--- src/logic/lgcd_defs.vh ---
`ifndef LGCD_DEFS_VH
`define LGCD_DEFS_VH

// ----------------------------------------------------------------------------
// Register indices and bus address width
// ----------------------------------------------------------------------------
`define LGCD_IDX_GATE_LO 12'h0fc
`define LGCD_IDX_GATE_HI 12'h0fd
`define LGCD_IDX_DIV_PERIOD 12'h190
`define LGCD_IDX_DIV_CTRL 12'h191
`define LGCD_IDX_LOCK_CFG 12'h1a0
`define LGCD_IDX_STATUS 12'h1a1
`define LGCD_ADDR_W 12

// ----------------------------------------------------------------------------
// Field positions
// ----------------------------------------------------------------------------
`define LGCD_PER_LOW_MSB 7
`define LGCD_PER_LOW_LSB 4
`define LGCD_PER_HIGH_MSB 3
`define LGCD_PER_HIGH_LSB 0
`define LGCD_CTL_BYPASS 7
`define LGCD_CTL_NOSYNC 6
`define LGCD_CTL_FORCE 5
`define LGCD_CTL_START 4
`define LGCD_CTL_PHASE_MSB 3
`define LGCD_CTL_PHASE_LSB 0
`define LGCD_CFG_CMP_EN 0
`define LGCD_CFG_CS_MODE 1
`define LGCD_HI_LINES 4

// ----------------------------------------------------------------------------
// Reset values
// ----------------------------------------------------------------------------
`define LGCD_RST_GATE_LO 8'h00
`define LGCD_RST_GATE_HI 4'h0
`define LGCD_RST_DIV_PERIOD 8'h77
`define LGCD_RST_DIV_CTRL 8'h00
`define LGCD_RST_LOCK_CFG 2'h0

// ----------------------------------------------------------------------------
// Divider states
// ----------------------------------------------------------------------------
`define LGCD_ST_RUN 2'h0
`define LGCD_ST_HOLD 2'h1
`define LGCD_ST_PHASE 2'h2

`endif

--- src/logic/lgcd_sync3.v ---
`timescale 1ns/10ps
`default_nettype none

module lgcd_sync3 #(
    parameter WIDTH = 1,
    parameter [WIDTH-1:0] RESET_VAL = {WIDTH{1'b0}}
)
(
    // Clock and reset
    input wire ref_clk,
    input wire nrst,
    // Raw and filtered level
    input wire [WIDTH-1:0] async_in,
    output reg [WIDTH-1:0] level_q
);

    reg [WIDTH-1:0] meta_q;
    reg [WIDTH-1:0] stage2_q;
    reg [WIDTH-1:0] stage3_q;
    integer i;

    // --------------------------------------------------------------------
    // Three stages; a change counts only once stages two and three agree.
    // --------------------------------------------------------------------
    always @(posedge ref_clk or negedge nrst)
    begin
        if (!nrst)
        begin
            meta_q <= RESET_VAL;
            stage2_q <= RESET_VAL;
            stage3_q <= RESET_VAL;
            level_q <= RESET_VAL;
        end
        else
        begin
            meta_q <= async_in;
            stage2_q <= meta_q;
            stage3_q <= stage2_q;
            for (i = 0; i < WIDTH; i = i + 1)
            begin
                if (stage2_q[i] == stage3_q[i])
                begin
                    level_q[i] <= stage3_q[i];
                end
            end
        end
    end

endmodule // lgcd_sync3

`default_nettype wire

--- src/logic/lgcd_divider.v ---
`timescale 1ns/10ps
`default_nettype none
`include "lgcd_defs.vh"

module lgcd_divider #(
    parameter CW = 4
)
(
    // Clock and reset
    input wire ref_clk,
    input wire nrst,
    // One pulse per divider input clock cycle
    input wire chan_tick,
    // Configuration
    input wire [CW-1:0] low_cycles,
    input wire [CW-1:0] high_cycles,
    input wire [CW-1:0] phase_offset,
    input wire bypass,
    input wire ignore_sync,
    input wire force_high,
    input wire start_high,
    // Synchronised chip-level sync, active high
    input wire sync_active,
    // Result
    output reg div_out_q,
    output wire running
);

    reg [1:0] state_q;
    reg [1:0] state_d;
    reg [CW-1:0] cnt_q;
    reg [CW-1:0] cnt_d;
    reg level_q;
    reg level_d;
    reg div_out_d;
    wire sync_hold;

    assign sync_hold = sync_active & ~ignore_sync;
    assign running = (state_q == `LGCD_ST_RUN) & ~bypass;

    // --------------------------------------------------------------------
    // Sequencing
    // --------------------------------------------------------------------
    always @*
    begin
        state_d = state_q;
        cnt_d = cnt_q;
        level_d = level_q;
        if (sync_hold)
        begin
            state_d = `LGCD_ST_HOLD;
            cnt_d = {CW{1'b0}};
            level_d = start_high;
        end
        else
        begin
            case (state_q)
                `LGCD_ST_HOLD:
                begin
                    // Coarse delay counted in input cycles after release.
                    cnt_d = phase_offset;
                    state_d = (phase_offset == {CW{1'b0}}) ? `LGCD_ST_RUN : `LGCD_ST_PHASE;
                    if (phase_offset == {CW{1'b0}})
                    begin
                        cnt_d = {CW{1'b0}};
                    end
                end
                `LGCD_ST_PHASE:
                begin
                    if (chan_tick)
                    begin
                        cnt_d = cnt_q - 1'b1;
                        if (cnt_q == {{(CW-1){1'b0}}, 1'b1})
                        begin
                            state_d = `LGCD_ST_RUN;
                            cnt_d = {CW{1'b0}};
                        end
                    end
                end
                `LGCD_ST_RUN:
                begin
                    // Ratio is (low+1)+(high+1), 2 to 32.
                    if (chan_tick)
                    begin
                        if (level_q && cnt_q == high_cycles)
                        begin
                            level_d = 1'b0;
                            cnt_d = {CW{1'b0}};
                        end
                        else if (!level_q && cnt_q == low_cycles)
                        begin
                            level_d = 1'b1;
                            cnt_d = {CW{1'b0}};
                        end
                        else
                        begin
                            cnt_d = cnt_q + 1'b1;
                        end
                    end
                end
                default:
                begin
                    state_d = `LGCD_ST_RUN;
                    cnt_d = {CW{1'b0}};
                end
            endcase
        end
    end

    // --------------------------------------------------------------------
    // Output selection
    // --------------------------------------------------------------------
    always @*
    begin
        if (force_high)
        begin
            div_out_d = 1'b1;
        end
        else if (bypass)
        begin
            div_out_d = chan_tick;
        end
        else if (state_d == `LGCD_ST_RUN)
        begin
            div_out_d = level_d;
        end
        else
        begin
            div_out_d = 1'b0;
        end
    end

    always @(posedge ref_clk or negedge nrst)
    begin
        if (!nrst)
        begin
            state_q <= `LGCD_ST_RUN;
            cnt_q <= {CW{1'b0}};
            level_q <= 1'b0;
            div_out_q <= 1'b0;
        end
        else
        begin
            // Bypass powers the counter down: it keeps its state frozen.
            if (!bypass)
            begin
                state_q <= state_d;
                cnt_q <= cnt_d;
                level_q <= level_d;
            end
            div_out_q <= div_out_d;
        end
    end

endmodule // lgcd_divider

`default_nettype wire

--- src/logic/lgcd_top.v ---
// Functional notes
// - With a line's gating bit set and the lock signal high, the line is enabled unless powered down.
// - With the gating bit clear the lock is ignored; set with lock low, the line is powered down.
// - The first gating register holds lines 0 to 7, line n at bit n, all alike.
// - The second gating register holds lines 8 to 11 in bits 0 to 3.
// - The divider output stays low for the low field plus one input cycles, reset value 7.
// - The divider output stays high for the high field plus one input cycles, reset value 7.
// - Bypass powers the divider down and passes its input straight to the output.
// - With ignore-sync clear the divider obeys chip sync; set, it disregards it.
// - The force bit holds the divider output high when set; when clear the output follows the divider.
// - The start bit chooses whether the divider begins high or low.
// - A four-bit phase offset, reset zero, delays the output by input cycles after sync.
//
// The APB slave port was left to the implementer.
`timescale 1ns/10ps
`default_nettype none
`include "lgcd_defs.vh"

module lgcd_top #(
    parameter NLINES = 12,
    parameter CW = 4
)
(
    // Clock and reset
    input wire ref_clk,
    input wire nrst,

    // APB slave
    input wire psel,
    input wire penable,
    input wire pwrite,
    input wire [`LGCD_ADDR_W-1:0] paddr,
    input wire [31:0] pwdata,
    output reg [31:0] prdata,
    output wire pready,
    output wire pslverr,

    // Lock detect, from the current-source detector, asynchronous
    input wire current_source_lock_signal,

    // Power-down requests from the output driver settings, one per line
    input wire [NLINES-1:0] line_pd,

    // Clock line enables, one per line
    output reg [NLINES-1:0] clock_line_en,

    // Lock detect configuration towards the detector
    output wire lock_detect_pin_cmp_en,
    output wire cs_lock_mode_sel,

    // Channel 0 divider
    input wire chan_tick,
    input wire sync_pin_n,
    output wire div_out,
    output wire div_running
);

    // --------------------------------------------------------------------
    // Address decode
    // --------------------------------------------------------------------
    // Printed offsets are not all word aligned, so each is an index and
    // the byte address is four times that index.
    function hit;
        input [`LGCD_ADDR_W-1:0] addr;
        input [`LGCD_ADDR_W-1:0] idx;
        begin
            hit = (addr == {idx[`LGCD_ADDR_W-3:0], 2'b00});
        end
    endfunction

    wire setup_ph;
    wire access_ph;
    wire wr_en;
    wire rd_en;
    wire hit_gate_lo;
    wire hit_gate_hi;
    wire hit_period;
    wire hit_ctrl;
    wire hit_cfg;
    wire hit_status;
    wire mapped;

    assign setup_ph = psel & ~penable;
    assign access_ph = psel & penable;
    assign hit_gate_lo = hit(paddr, `LGCD_IDX_GATE_LO);
    assign hit_gate_hi = hit(paddr, `LGCD_IDX_GATE_HI);
    assign hit_period = hit(paddr, `LGCD_IDX_DIV_PERIOD);
    assign hit_ctrl = hit(paddr, `LGCD_IDX_DIV_CTRL);
    assign hit_cfg = hit(paddr, `LGCD_IDX_LOCK_CFG);
    assign hit_status = hit(paddr, `LGCD_IDX_STATUS);
    assign mapped = hit_gate_lo | hit_gate_hi | hit_period | hit_ctrl | hit_cfg | hit_status;

    // Zero wait states: every access completes in its first access cycle.
    assign pready = 1'b1;
    // Unmapped addresses, and writes to the read-only status word, fail.
    assign pslverr = access_ph & (~mapped | (pwrite & hit_status));
    assign wr_en = access_ph & pwrite & mapped & ~hit_status;
    assign rd_en = setup_ph & ~pwrite;

    // --------------------------------------------------------------------
    // Configuration registers
    // --------------------------------------------------------------------
    reg [7:0] gate_lo_q;
    reg [`LGCD_HI_LINES-1:0] gate_hi_q;
    reg [7:0] period_q;
    reg [7:0] ctrl_q;
    reg [1:0] cfg_q;

    always @(posedge ref_clk or negedge nrst)
    begin
        if (!nrst)
        begin
            gate_lo_q <= `LGCD_RST_GATE_LO;
            gate_hi_q <= `LGCD_RST_GATE_HI;
            period_q <= `LGCD_RST_DIV_PERIOD;
            ctrl_q <= `LGCD_RST_DIV_CTRL;
            cfg_q <= `LGCD_RST_LOCK_CFG;
        end
        else if (wr_en)
        begin
            if (hit_gate_lo)
            begin
                gate_lo_q <= pwdata[7:0];
            end
            if (hit_gate_hi)
            begin
                gate_hi_q <= pwdata[`LGCD_HI_LINES-1:0];
            end
            if (hit_period)
            begin
                period_q <= pwdata[7:0];
            end
            if (hit_ctrl)
            begin
                ctrl_q <= pwdata[7:0];
            end
            if (hit_cfg)
            begin
                cfg_q <= pwdata[1:0];
            end
        end
    end

    // Software must set both of these before relying on lock gating.
    assign lock_detect_pin_cmp_en = cfg_q[`LGCD_CFG_CMP_EN];
    assign cs_lock_mode_sel = cfg_q[`LGCD_CFG_CS_MODE];

    // --------------------------------------------------------------------
    // Input synchronisers
    // --------------------------------------------------------------------
    wire lock_level;
    wire sync_n_level;

    lgcd_sync3 #(
        .WIDTH(1),
        .RESET_VAL(1'b0)
    ) u_lock_sync (
        .ref_clk(ref_clk),
        .nrst(nrst),
        .async_in(current_source_lock_signal),
        .level_q(lock_level)
    );

    // Sync idles high, so its filter resets to the idle level.
    lgcd_sync3 #(
        .WIDTH(1),
        .RESET_VAL(1'b1)
    ) u_syncpin_sync (
        .ref_clk(ref_clk),
        .nrst(nrst),
        .async_in(sync_pin_n),
        .level_q(sync_n_level)
    );

    // --------------------------------------------------------------------
    // Lock-gated line enables
    // --------------------------------------------------------------------
    // The enable follows lock with the filter latency plus one register, four to five clocks,
    // rather than combinationally; this keeps a glitching detector from
    // chopping the output drivers.
    wire [NLINES-1:0] gate_vec;
    wire [NLINES-1:0] line_en_d;

    assign gate_vec = {gate_hi_q, gate_lo_q};
    // A clear bit ignores lock; a set bit needs lock high.
    assign line_en_d = (~gate_vec | {NLINES{lock_level}}) & ~line_pd;

    always @(posedge ref_clk or negedge nrst)
    begin
        if (!nrst)
        begin
            clock_line_en <= {NLINES{1'b0}};
        end
        else
        begin
            clock_line_en <= line_en_d;
        end
    end

    // --------------------------------------------------------------------
    // Channel 0 divider
    // --------------------------------------------------------------------
    wire [CW-1:0] low_cycles;
    wire [CW-1:0] high_cycles;
    wire [CW-1:0] phase_offset;

    assign low_cycles = period_q[`LGCD_PER_LOW_MSB:`LGCD_PER_LOW_LSB];
    assign high_cycles = period_q[`LGCD_PER_HIGH_MSB:`LGCD_PER_HIGH_LSB];
    assign phase_offset = ctrl_q[`LGCD_CTL_PHASE_MSB:`LGCD_CTL_PHASE_LSB];

    // Forcing high without ignore-sync is left to software; the output still
    // reads high here, but a sync will restart the counter underneath.
    lgcd_divider #(
        .CW(CW)
    ) u_div0 (
        .ref_clk(ref_clk),
        .nrst(nrst),
        .chan_tick(chan_tick),
        .low_cycles(low_cycles),
        .high_cycles(high_cycles),
        .phase_offset(phase_offset),
        .bypass(ctrl_q[`LGCD_CTL_BYPASS]),
        .ignore_sync(ctrl_q[`LGCD_CTL_NOSYNC]),
        .force_high(ctrl_q[`LGCD_CTL_FORCE]),
        .start_high(ctrl_q[`LGCD_CTL_START]),
        .sync_active(~sync_n_level),
        .div_out_q(div_out),
        .running(div_running)
    );

    // --------------------------------------------------------------------
    // Read path
    // --------------------------------------------------------------------
    // Read data is registered in the setup cycle so that it stands
    // through the access cycle in which the master takes it.
    reg [31:0] rdata_d;

    always @*
    begin
        rdata_d = 32'h0000_0000;
        if (hit_gate_lo)
        begin
            rdata_d[7:0] = gate_lo_q;
        end
        else if (hit_gate_hi)
        begin
            rdata_d[`LGCD_HI_LINES-1:0] = gate_hi_q;
        end
        else if (hit_period)
        begin
            rdata_d[7:0] = period_q;
        end
        else if (hit_ctrl)
        begin
            rdata_d[7:0] = ctrl_q;
        end
        else if (hit_cfg)
        begin
            rdata_d[1:0] = cfg_q;
        end
        else if (hit_status)
        begin
            rdata_d[NLINES-1:0] = clock_line_en;
            rdata_d[16] = lock_level;
            rdata_d[17] = ~sync_n_level;
            rdata_d[18] = div_running;
            rdata_d[19] = div_out;
        end
    end

    always @(posedge ref_clk or negedge nrst)
    begin
        if (!nrst)
        begin
            prdata <= 32'h0000_0000;
        end
        else if (rd_en)
        begin
            prdata <= rdata_d;
        end
    end

endmodule // lgcd_top

`default_nettype wire

--- config.mk ---
export PLATFORM = sky130hd
export DESIGN_NAME = lgcd_top
export DESIGN_NICKNAME = d
export VERILOG_FILES = /design/src/logic/lgcd_sync3.v /design/src/logic/lgcd_divider.v /design/src/logic/lgcd_top.v
export VERILOG_INCLUDE_DIRS = /design/src /design/src/logic
export SDC_FILE = /design/constraint.sdc
export NUM_CORES = 1
export LEC_CHECK = 0
export BUFFER_PORTS_ARGS = -buffer_cell sky130_fd_sc_hd__buf_2
export CORE_MARGIN = 5
export CORE_UTILIZATION = 51
export CTS_CLUSTER_SIZE = 30
export DETAILED_ROUTE_END_ITERATION = 12
export HOLD_SLACK_MARGIN = 0.06
export PLACE_DENSITY = 0.79
export SYNTH_ARGS = -nofsm -noshare
export SYNTH_HDL_FRONTEND = slang
export SYNTH_HIERARCHICAL = 1
export SYNTH_SLANG_ARGS = --single-unit
--- constraint.sdc ---
create_clock -name ref_clk -period 2.1 [get_ports ref_clk]
set_input_delay 0.21 -clock ref_clk [delete_from_list [all_inputs] [get_ports ref_clk]]
set_output_delay 0.21 -clock ref_clk [all_outputs]
set_load 0.02 [all_outputs]
==> impl_metrics.json, run 1 <==
{
  "ctsResizeCount": 0,
  "row_count": 31,
  "track_usage_pct": 20.6,
  "synth_edf_count": 0,
  "setup_tns_ps": 0,
  "path_class": "reg -> reg",
  "io_buffers": 72,
  "reg2reg_depth": 5,
  "route.detailed.drc": 0,
  "final.min_clock_period_ps": 1910,
  "maxSlewViolCount": 0,
  "grt_max_degree": 33,
  "max_cap_violations": 0,
  "critPathRequiredTime_ps": 2380,
  "min_period_over_period_pct": 91.1,
  "clock.fmax_mhz": 523,
  "yosys_warnings": 6,
  "tightest_slew_ps": 656,
  "irDropWorstVdd_mv": 0.554,
  "ys_ff_latch": 74,
  "antenna-diode-count": 0,
  "htree_num_levels": 3,
  "ys.flop_type": "dfrtp_1",
  "switching_share_pct": 27.7,
  "ant_nets": 0,
  "cp_max_fo": 6,
  "vias": 2964,
  "grt_pass1_vias": 2937,
  "max_stage_delay_ps": 500,
  "skew_ps": 6.69,
  "die_h_um": 95.3,
  "syn_area_per_cell_um2": 11.4,
  "dr.pass1.iters": 5,
  "nets": 493,
  "drive_gt1_share_pct": 36.0,
  "synthArstFlopShare_pct": 100,
  "yosysSeqAreaShare_pct": 50.3,
  "core_area_um2": 7180,
  "p_clk_share_pct": 36.3,
  "cp-start-kind": "flip-flop",
  "syn_inst": 325,
  "power.leakage_nw": 2.26,
  "antenna_found_initial": 0,
  "worstPathArrival_ps": 2200,
  "dpl.hpwl_um": 6620,
  "power_frac_seq_pct": 48.8,
  "clock_path_buffers": 2,
  "min_path_type": "in -> reg",
  "grt_overflow": 0,
  "initial_utilization_pct": 51.7,
  "endpoint_kind": "flip-flop",
  "cts.sinks": 74,
  "whs_path_depth": 2,
  "rsz0062_at_grt": "no",
  "hold_viol_final": 0,
  "p_per_area_nw_per_um2": 683,
  "cts_inserted_buffers": 9,
  "avgRoutedWirePerCell_um": 16.7,
  "drt_iter0_drc": 156,
  "ios": 114,
  "finalSetupViolCount": 0,
  "cts_tree": "built",
  "p_int_mw": 2.26,
  "post_cts_buffers": 0,
  "routed_wirelength_um": 8870,
  "syn-cell-area_um2": 3710,
  "status": "finished clean",
  "clkTransAtPathRegs_ps": 80,
  "gp_congestion": 0.947,
  "cts_root_buf": "clkbuf_8",
  "cts_hold_buffers": 15,
  "die_area_um2": 9080,
  "crit_chain": "or3b_1 -> or4_4 -> o32ai_2 -> a222oi_1 -> inv_1",
  "die_w_um": 95.3,
  "area_growth_pct": 23.3,
  "final_util_pct": 63.7,
  "clk_latency_ps": 340,
  "layout_commonest_cell": "buf_2",
  "p_comb_share_pct": 14.9,
  "viasPerCell": 5.59,
  "grt_pass1_wl_um": 14300,
  "p_sw_mw": 0.865,
  "slew_headroom_pct": 56.2,
  "cpMaxStageDelayCell": "or4_4",
  "yosysUniqueCellTypes": 65,
  "most-common-layout-cells": "buf_2, dfrtp_1, a21oi_1, mux2_2, buf_4"
}
==> sequential cells by signal (all words and copies together) (netlist names) <==
signal and cells:
cfg_q 2, clock_line_en 12, ctrl_q 8, gate_hi_q 4
gate_lo_q 8, period_q 8, prdata 16, u_div0/cnt_q 4
u_div0/div_out_q 1, u_div0/level_q 1, u_div0/state_q 2, u_lock_sync/level_q 1
u_lock_sync/meta_q 1, u_lock_sync/stage2_q 1, u_lock_sync/stage3_q 1, u_syncpin_sync/level_q 1
u_syncpin_sync/meta_q 1, u_syncpin_sync/stage2_q 1, u_syncpin_sync/stage3_q 1
==> power groups by stage <==
stage / Sequential, mW / Combinational [mW] / Clock [mW]
global route: 1.53 / 0.516 / 1.23
finish: 1.52 / 0.467 / 1.13
floorplan: 1.58 / 0.235 / 0
detailed placement: 1.55 / 0.443 / 0
global placement: 1.55 / 0.438 / 0
CTS: 1.52 / 0.467 / 1.16
==> path summary, 6_finish.rpt <==
| kind | from | end | slack, ps |
|---|---|---|---|
| worst max-delay path | u_div0/state_q[0] | u_div0/cnt_q[1] | 190 |
| worst min register to register | u_syncpin_sync/meta_q | u_syncpin_sync/stage2_q | 360 |
| worst min-delay path | pwdata[4] | gate_lo_q[4] | 120 |
| min in group asynchronous | nrst | ctrl_q[7] | 320 |
| worst max register to register | u_div0/state_q[0] | u_div0/cnt_q[1] | 190 |
| max in group asynchronous | nrst | period_q[1] | 1160 |
==> cell usage after synthesis, types with 2 or more instances <==
cell type | instances | area (um^2)
nand3_1 | 5 | 25.0
dfstp_2 | 10 | 263
a22oi_1 | 2 | 15.0
xor2_1 | 8 | 70.1
a221oi_1 | 2 | 17.5
dfrtp_1 | 64 | 1600
o311ai_0 | 2 | 17.5
a21oi_1 | 25 | 125
mux2_2 | 21 | 236
clkbuf_1 | 9 | 33.8
nand4bb_1 | 2 | 22.5
nand2_1 | 12 | 45.0
and4_1 | 2 | 17.5
nor2b_1 | 2 | 12.5
ha_1 | 3 | 37.5
inv_1 | 8 | 30.0
o2111ai_1 | 2 | 17.5
nor4_1 | 2 | 12.5
conb_1 | 2 | 7.51
nor4bb_1 | 2 | 20.0
nor2_1 | 12 | 45.0
nand2b_1 | 11 | 68.8
o21ai_0 | 7 | 35.0
maj3_2 | 2 | 22.5
or4_4 | 2 | 22.5
buf_4 | 19 | 143
nor3b_1 | 4 | 30.0
nor3_1 | 5 | 25.0
and3_1 | 5 | 31.3
a32o_1 | 8 | 80.1
a22o_1 | 9 | 78.8
buf_2 | 3 | 15.0
xnor2_1 | 2 | 17.5
mux2_1 | 9 | 101
nor4b_1 | 2 | 17.5
o211ai_1 | 8 | 60.1
nand3b_1 | 3 | 22.5
o221ai_1 | 2 | 17.5
==> critical path, delay by kind of cell (launching register included) <==
kind            cells  cell delay [ps]
buf+inv             1               70
flops               1              370
simple gates        2              920
compound gates      2              490
==> through the flow <==
stage	worst slack, ps	total power [mW]	hold slack, ps	cells	area [um^2]
final	188	3.12	118	530	4570
after global routing	60.4	3.27	113	530	4570
after CTS	196	3.15	110	530	4570
after detailed placement	207	1.99	153	499	4210
after global placement	209	1.99	149	499	4210
after floorplan	259	1.82	-85.6	340	3760
==> cells by family after synthesis <==
logic type               share of synthesized area (%)
AO/OA/AOI/OAI                                     14.9
XOR/XNOR                                          2.36
AND/OR/NAND/NOR                                   15.1
multiplexers                                      9.11
other                                            0.203
adder cells (fa/ha/maj)                           1.62
flip-flops                                        50.3
buffers and inverters                             6.41
==> metal layers <==
metal  up-vias  part of all wire (%)  track usage (%)
met5         -                     0                0
met4         0                   1.8             6.25
met3        16                   8.3             4.10
met2       122                    47             33.4
met1      1443                    43             28.0
li1       1383                     -                -
==> layout make-up <==
| type | instances | area (um^2) |
|---|---|---|
| flip-flops and latches | 74 | 1860 |
| inverters | 8 | 30.0 |
| multi-input cells | 225 | 1660 |
| well taps | 99 | 124 |
| clock inverters | 6 | 72.6 |
| fillers | 573 | 2600 |
| repair buffers | 108 | 683 |
| clock buffers | 10 | 138 |
Note: power is estimated with default switching activity, not from simulation.
==> run 2, diff against run 1 <==
--- a/config.mk
+++ b/config.mk
@@ -11,6 +11,7 @@
 export CORE_UTILIZATION = 51
 export CTS_CLUSTER_SIZE = 30
 export DETAILED_ROUTE_END_ITERATION = 12
+export GPL_TIMING_DRIVEN = 0
 export HOLD_SLACK_MARGIN = 0.06
 export PLACE_DENSITY = 0.79
 export SYNTH_ARGS = -nofsm -noshare
==> run 2 against run 1 <==
Effect of this change: wire length grew 5.4%; maximum frequency decreased by 4.8%; clock power up 8%; sequential power barely moved; count of clock-buffer cells in the layout is the same; sequential share of layout area fell by 0.50 points; highest routed layer unchanged; design area rose by 1.2%; total power rose by 3.1%.
==> impl_metrics.json, run 2 (same netlist as run 1, synthesis figures left out) <==
{
  "antenna-diode-count": 0,
  "path_class": "reg -> reg",
  "gp_congestion": 0.935,
  "endpoint_kind": "flip-flop",
  "core_area_um2": 7180,
  "slew_headroom_pct": 11.5,
  "grt_max_degree": 75,
  "max_cap_violations": 0,
  "hold-worst-slack_ps": 111,
  "cpMaxStageDelayCell": "or4_4",
  "cts_tree": "built",
  "min_path_type": "in -> reg",
  "maxSlewViolCount": 0,
  "cp_max_fo": 8,
  "vias": 3054,
  "die_w_um": 95.3,
  "avgRoutedWirePerCell_um": 17.3,
  "power.leakage_nw": 2.29,
  "worstPathArrival_ps": 2290,
  "status": "finished clean",
  "final.min_clock_period_ps": 2010,
  "cts_inserted_buffers": 9,
  "layout_commonest_cell": "buf_2",
  "grt_overflow": 0,
  "irDropWorstVdd_mv": 0.497,
  "switching_share_pct": 27.4,
  "crit_chain": "or3b_1 -> or4_4 -> o32ai_2 -> a222oi_1 -> inv_1",
  "grt_pass1_vias": 2952,
  "cp-start-kind": "flip-flop",
  "route.detailed.drc": 0,
  "post_dp_cell_area_um2": 4250,
  "finalSetupViolCount": 0,
  "clk_latency_ps": 360,
  "max_stage_delay_ps": 490,
  "post_cts_buffers": 0,
  "top_regs": "prdata x16, clock_line_en x12",
  "hold_viol_final": 0,
  "viasPerCell": 5.66,
  "cts.sinks": 74,
  "dpl.hpwl_um": 6640,
  "p_int_mw": 2.34,
  "drive_gt1_share_pct": 36.1,
  "p_sw_mw": 0.882,
  "ios": 114,
  "rsz0062_at_grt": "yes",
  "initial_utilization_pct": 51.7,
  "power_frac_seq_pct": 47.3,
  "clkTransAtPathRegs_ps": 80,
  "die_h_um": 95.3,
  "setup_tns_ps": 0,
  "row_count": 31,
  "routed_wirelength_um": 9350,
  "ant_nets": 0,
  "drt_iter0_drc": 251,
  "antenna_found_initial": 0,
  "p_per_area_nw_per_um2": 695,
  "area_growth_pct": 24.9,
  "nets": 503,
  "min_period_over_period_pct": 95.6,
  "largest_register_ffs": 16,
  "reg2reg_slack_ps": 90,
  "dr.pass1.iters": 4,
  "critPathRequiredTime_ps": 2380,
  "largest-register": "prdata",
  "grt_pass1_wl_um": 14500,
  "skew_ps": 16.3,
  "cts_root_buf": "clkbuf_8",
  "io_buffers": 71,
  "design_area_um2": 4630,
  "clock.fmax_mhz": 498,
  "most-common-layout-cells": "buf_2, dfrtp_1, a21oi_1, mux2_2, buf_4",
  "tightest_slew_ps": 1320,
  "p_comb_share_pct": 14.8,
  "clock_path_buffers": 2,
  "track_usage_pct": 20.9,
  "p_clk_share_pct": 37.9,
  "die_area_um2": 9080,
  "htree_num_levels": 3
}
run 2: cell types whose count changed in the layout (fill, tap and decap cells not counted), sizes merged:
cell and delta:
buf +1, bufinv +1, clkbuf +9, inv -1
run 2: final timing paths:
| path | from | end | cells past startpoint |
|---|---|---|---|
| setup / recovery | u_div0/state_q[0] | u_div0/cnt_q[1] | 5 |
| hold / removal | pwdata[6] | gate_lo_q[6] | 2 |
| setup reg to reg | u_div0/state_q[0] | u_div0/cnt_q[1] | 5 |
| hold reg to reg | u_syncpin_sync/meta_q | u_syncpin_sync/stage2_q | 0 |
| max in group asynchronous | nrst | ctrl_q[0] | 2 |
| min in group asynchronous | nrst | u_div0/state_q[1] | 2 |
run 2: repair_timing:
action	CTS	global route
hold buffers	15	0
hold endpoints to repair	78	0
gates resized for setup	2	3
endpoints found under the setup margin	4	4
run 2: power groups by stage:
| stage | registers (mW) | logic, mW | clock network, mW |
|---|---|---|---|
| after global routing | 1.53 | 0.518 | 1.30 |
| after detailed placement | 1.55 | 0.442 | 0 |
| after floorplan | 1.58 | 0.235 | 0 |
| after CTS | 1.52 | 0.470 | 1.23 |
| final | 1.52 | 0.477 | 1.22 |
| after global placement | 1.55 | 0.433 | 0 |
run 2: layout make-up:
type | instances | area [um^2]
Clock inverter | 6 | 90.1
Buffer | 32 | 204
Fill cell | 586 | 2540
Tap cell | 99 | 124
Timing Repair Buffer | 86 | 508
Inverter | 8 | 30.0
Multi-Input combinational cell | 225 | 1680
Clock buffer | 10 | 128
Sequential cell | 74 | 1860
run 2: layer usage:
layer | up-vias | track usage (%) | part of all wire (%) | wire, um
met1 | 1497 | 27.9 | 43 | 4000
li1 | 1397 | - | - | -
met2 | 141 | 33.2 | 47 | 4360
met4 | 0 | 10.1 | 2.7 | 249
met3 | 19 | 3.31 | 7.9 | 737
met5 | - | 0 | 0 | 0
run 2: critical path, delay by kind of cell, from the launching register on:
family,cells,cell delay [ps]
simple gates,2,930
buf+inv,1,80
compound gates,2,480
flops,1,450
run 2: stage by stage:
step           utilization (%)  total power, mW  worst slack, ps  std cells
6_report                  64.5             3.22             91.9        540
5_1_grt                   64.5             3.34            -4.94        540
4_1_cts                   64.4             3.23             4.20        541
3_5_place_dp              59.2             1.99             -158        510
3_3_place_gp              59.1             1.98             -100        510
2_1_floorplan                -             1.82              259        340
==> run 3, diff against run 2 <==
--- a/config.mk
+++ b/config.mk
@@ -6,14 +6,15 @@
 export SDC_FILE = /design/constraint.sdc
 export NUM_CORES = 1
 export LEC_CHECK = 0
+export ABC_AREA = 1
 export BUFFER_PORTS_ARGS = -buffer_cell sky130_fd_sc_hd__buf_2
 export CORE_MARGIN = 5
-export CORE_UTILIZATION = 51
+export CORE_UTILIZATION = 52
 export CTS_CLUSTER_SIZE = 30
 export DETAILED_ROUTE_END_ITERATION = 12
 export GPL_TIMING_DRIVEN = 0
 export HOLD_SLACK_MARGIN = 0.06
-export PLACE_DENSITY = 0.79
+export PLACE_DENSITY = 0.8
 export SYNTH_ARGS = -nofsm -noshare
 export SYNTH_HDL_FRONTEND = slang
 export SYNTH_HIERARCHICAL = 1
==> run 3 against run 2 <==
Effect of this change: register-to-register slack gained 460 ps; critical path depth grew 1; via count increased by 20%; synthesized cell count is 51% higher; highest routed layer unchanged; total power shrank 4.9%; synthesized area is 7.8% higher; first-iteration DRC count decreased by 2.8%.
==> impl_metrics.json, run 3 <==
{
  "io_buffers": 72,
  "clock.fmax_mhz": 572,
  "cpMostUsedCell": "buf_2",
  "power_frac_seq_pct": 48.5,
  "max_stage_delay_ps": 540,
  "n_fill_cell": 660,
  "drive_gt1_share_pct": 26.9,
  "post_dp_cell_area_um2": 4540,
  "seq_area_um2": 1860,
  "largest-register": "prdata",
  "synthArstFlopShare_pct": 100,
  "status": "finished clean",
  "htree_num_levels": 3,
  "largest_register_ffs": 16,
  "antenna_found_initial": 0,
  "nets": 672,
  "cts.sinks": 74,
  "syn_area_per_cell_um2": 8.12,
  "endpoint_kind": "output pin",
  "synth-compound-area-share_pct": 6.04,
  "clock_path_buffers": 2,
  "dpl.hpwl_um": 7810,
  "critical_path.top_delay_family": "simple AND/OR/NAND/NOR gates",
  "ant_nets": 0,
  "die_h_um": 97.7,
  "routed_wirelength_um": 10400,
  "maxSlewViolCount": 0,
  "post_cts_buffers": 0,
  "ys_ff_latch": 74,
  "grt_pass1_vias": 3595,
  "busiest_layer": "met2",
  "avgRoutedWirePerCell_um": 14.5,
  "syn-cell-area_um2": 4000,
  "cts_tree": "built",
  "ys.flop_type": "dfrtp_1",
  "worstPathArrival_ps": 1540,
  "yosysUniqueCellTypes": 41,
  "path_class": "in -> out",
  "grt_util_met1_pct": 29.3,
  "synth_area_leader_cell": "dfrtp_1",
  "die_area_um2": 9540,
  "grt_use_met2_pct": 36.8,
  "initial_utilization_pct": 52.5,
  "irDropWorstVdd_mv": 0.500,
  "area_growth_pct": 22.9,
  "cp-start-kind": "input port",
  "p_per_area_nw_per_um2": 624,
  "grt_pass1_wl_um": 17300,
  "hold-worst-slack_ps": 127,
  "crit_chain": "buf_2 -> nor2_1 -> nand3_1 -> nor3_4 -> a211oi_2 -> buf_2",
  "layout_commonest_cell": "nand2_1",
  "yosysTopAreaCellShare_pct": 40.1,
  "slew_headroom_pct": 38.3,
  "top_regs": "prdata x16, clock_line_en x12",
  "synth_top_family_by_area": "simple AND/OR/NAND/NOR gates",
  "p_clk_share_pct": 40.1,
  "grt_overflow": 0,
  "most-common-layout-cells": "nand2_1, buf_2, dfrtp_1, nand4_1, inv_1",
  "ios": 114,
  "switching_share_pct": 26.2,
  "min_period_over_period_pct": 83.3,
  "yosysSeqAreaShare_pct": 46.6,
  "track_usage_pct": 22.6,
  "met3_usage_pct": 4.67,
  "clkTransAtPathRegs_ps": 80,
  "multiInputGateArea_um2": 1800,
  "dr.pass1.iters": 5,
  "drt_iter0_drc": 244,
  "cp_max_fo": 10,
  "fin_cells": 712,
  "yosys_warnings": 6,
  "final.min_clock_period_ps": 1750,
  "max_cap_violations": 0,
  "skew_ps": 14.1,
  "critPathRequiredTime_ps": 1890,
  "clk_latency_ps": 350,
  "p_int_mw": 2.26,
  "syn_inst": 492,
  "p_sw_mw": 0.802,
  "synth_xor_area_share_pct": 1.31,
  "grt_max_degree": 75,
  "gp_congestion": 0.939,
  "p_comb_share_pct": 11.4,
  "route.detailed.drc": 0,
  "rsz0062_at_grt": "no",
  "cpMaxStageDelayCell": "nor3_4",
  "cts_inserted_buffers": 9,
  "synthAdderAreaFrac_pct": 0.939,
  "core_area_um2": 7610,
  "critPathBufInv": 2,
  "yosys.area_share.simple_pct": 35.1,
  "vias": 3651,
  "synth.top_cells.by_count": "nand2_1, dfrtp_1, nand4_1",
  "yosysMostFrequentCell": "nand2_1",
  "row_count": 32,
  "tightest_slew_ps": 925,
  "hold_viol_final": 0,
  "finalSetupViolCount": 0,
  "min_path_type": "in -> reg",
  "dp_cells": 681,
  "yosys-top-cells-area": "dfrtp_1, nand2_1, dfstp_2",
  "design_area_um2": 4910,
  "cts_root_buf": "clkbuf_8",
  "viasPerCell": 5.13,
  "design_power_total_mw": 3.06,
  "antenna-diode-count": 0,
  "power.leakage_nw": 2.74,
  "muxShareOfSynthArea_pct": 0,
  "setup_tns_ps": 0,
  "synth_edf_count": 0,
  "die_w_um": 97.7
}
==> run 3: area by class of cell <==
| cell class | instances | area share, % |
|---|---|---|
| Clock inverter | 6 | 1.83 |
| Inverter | 46 | 3.52 |
| Multi-Input combinational cell | 357 | 36.6 |
| Clock buffer | 10 | 2.60 |
| Buffer | 30 | 4.41 |
| Timing Repair Buffer | 87 | 10.4 |
| Tap cell | 102 | 2.60 |
| Sequential cell | 74 | 38.0 |
==> run 3: repair_timing <==
| action | CTS | global route |
|---|---|---|
| resized for setup | 0 | 0 |
| hold endpoints to repair | 78 | 0 |
| hold buffers | 15 | 0 |
==> run 3: power by group through the flow <==
stage	Combinational (mW)	Clock (mW)	Sequential (mW)
3_5_place_dp	0.326	0	1.51
5_1_grt	0.387	1.30	1.49
6_report	0.349	1.23	1.49
4_1_cts	0.348	1.23	1.49
2_1_floorplan	0.167	0	1.53
3_3_place_gp	0.320	0	1.51
==> run 3: per-layer routing <==
metal  up-vias  share of wire (%)
li1       1797                  -
met1      1699                 43
met2       137                 47
met3        18                7.3
met4         0                2.4
met5         -                  0
==> run 3: through the flow <==
stage / worst slack (ps) / utilization [%]
3_3_place_gp: 394 / 59.7
3_5_place_dp: 383 / 59.7
6_report: 351 / 64.6
4_1_cts: 380 / 64.6
5_1_grt: 251 / 64.6
2_1_floorplan: 597 / -
==> run 3: cell families (layout without fill, tap and decap cells) <==
| group | Yosys count | after routing |
|---|---|---|
| simple gates | 290 | 290 |
| fa+ha+maj | 3 | 3 |
| buf+inv | 76 | 179 |
| compound gates | 41 | 41 |
| flops | 74 | 74 |
| xor+xnor | 6 | 6 |
| other cells | 2 | 17 |
==> run 3: final timing paths <==
check	start	end	slack, ps	depth (start not counted)
worst max register to register	u_syncpin_sync/level_q	u_div0/cnt_q[0]	550	6
worst min register to register	u_lock_sync/meta_q	u_lock_sync/stage2_q	350	0
max in group asynchronous	nrst	ctrl_q[6]	960	2
min in group asynchronous	nrst	u_div0/cnt_q[0]	510	2
worst min-delay path	chan_tick	u_div0/div_out_q	130	3
worst max-delay path	paddr[5]	pslverr	350	6
==> run 3: worst reg2reg max path, delay by kind of cell (launching register included) <==
family                 cells  cell delay, ps
AOI/OAI and AO/OA          1             420
buffers and inverters      1              50
DFF                        1             570
and+or+nand+nor            4             450
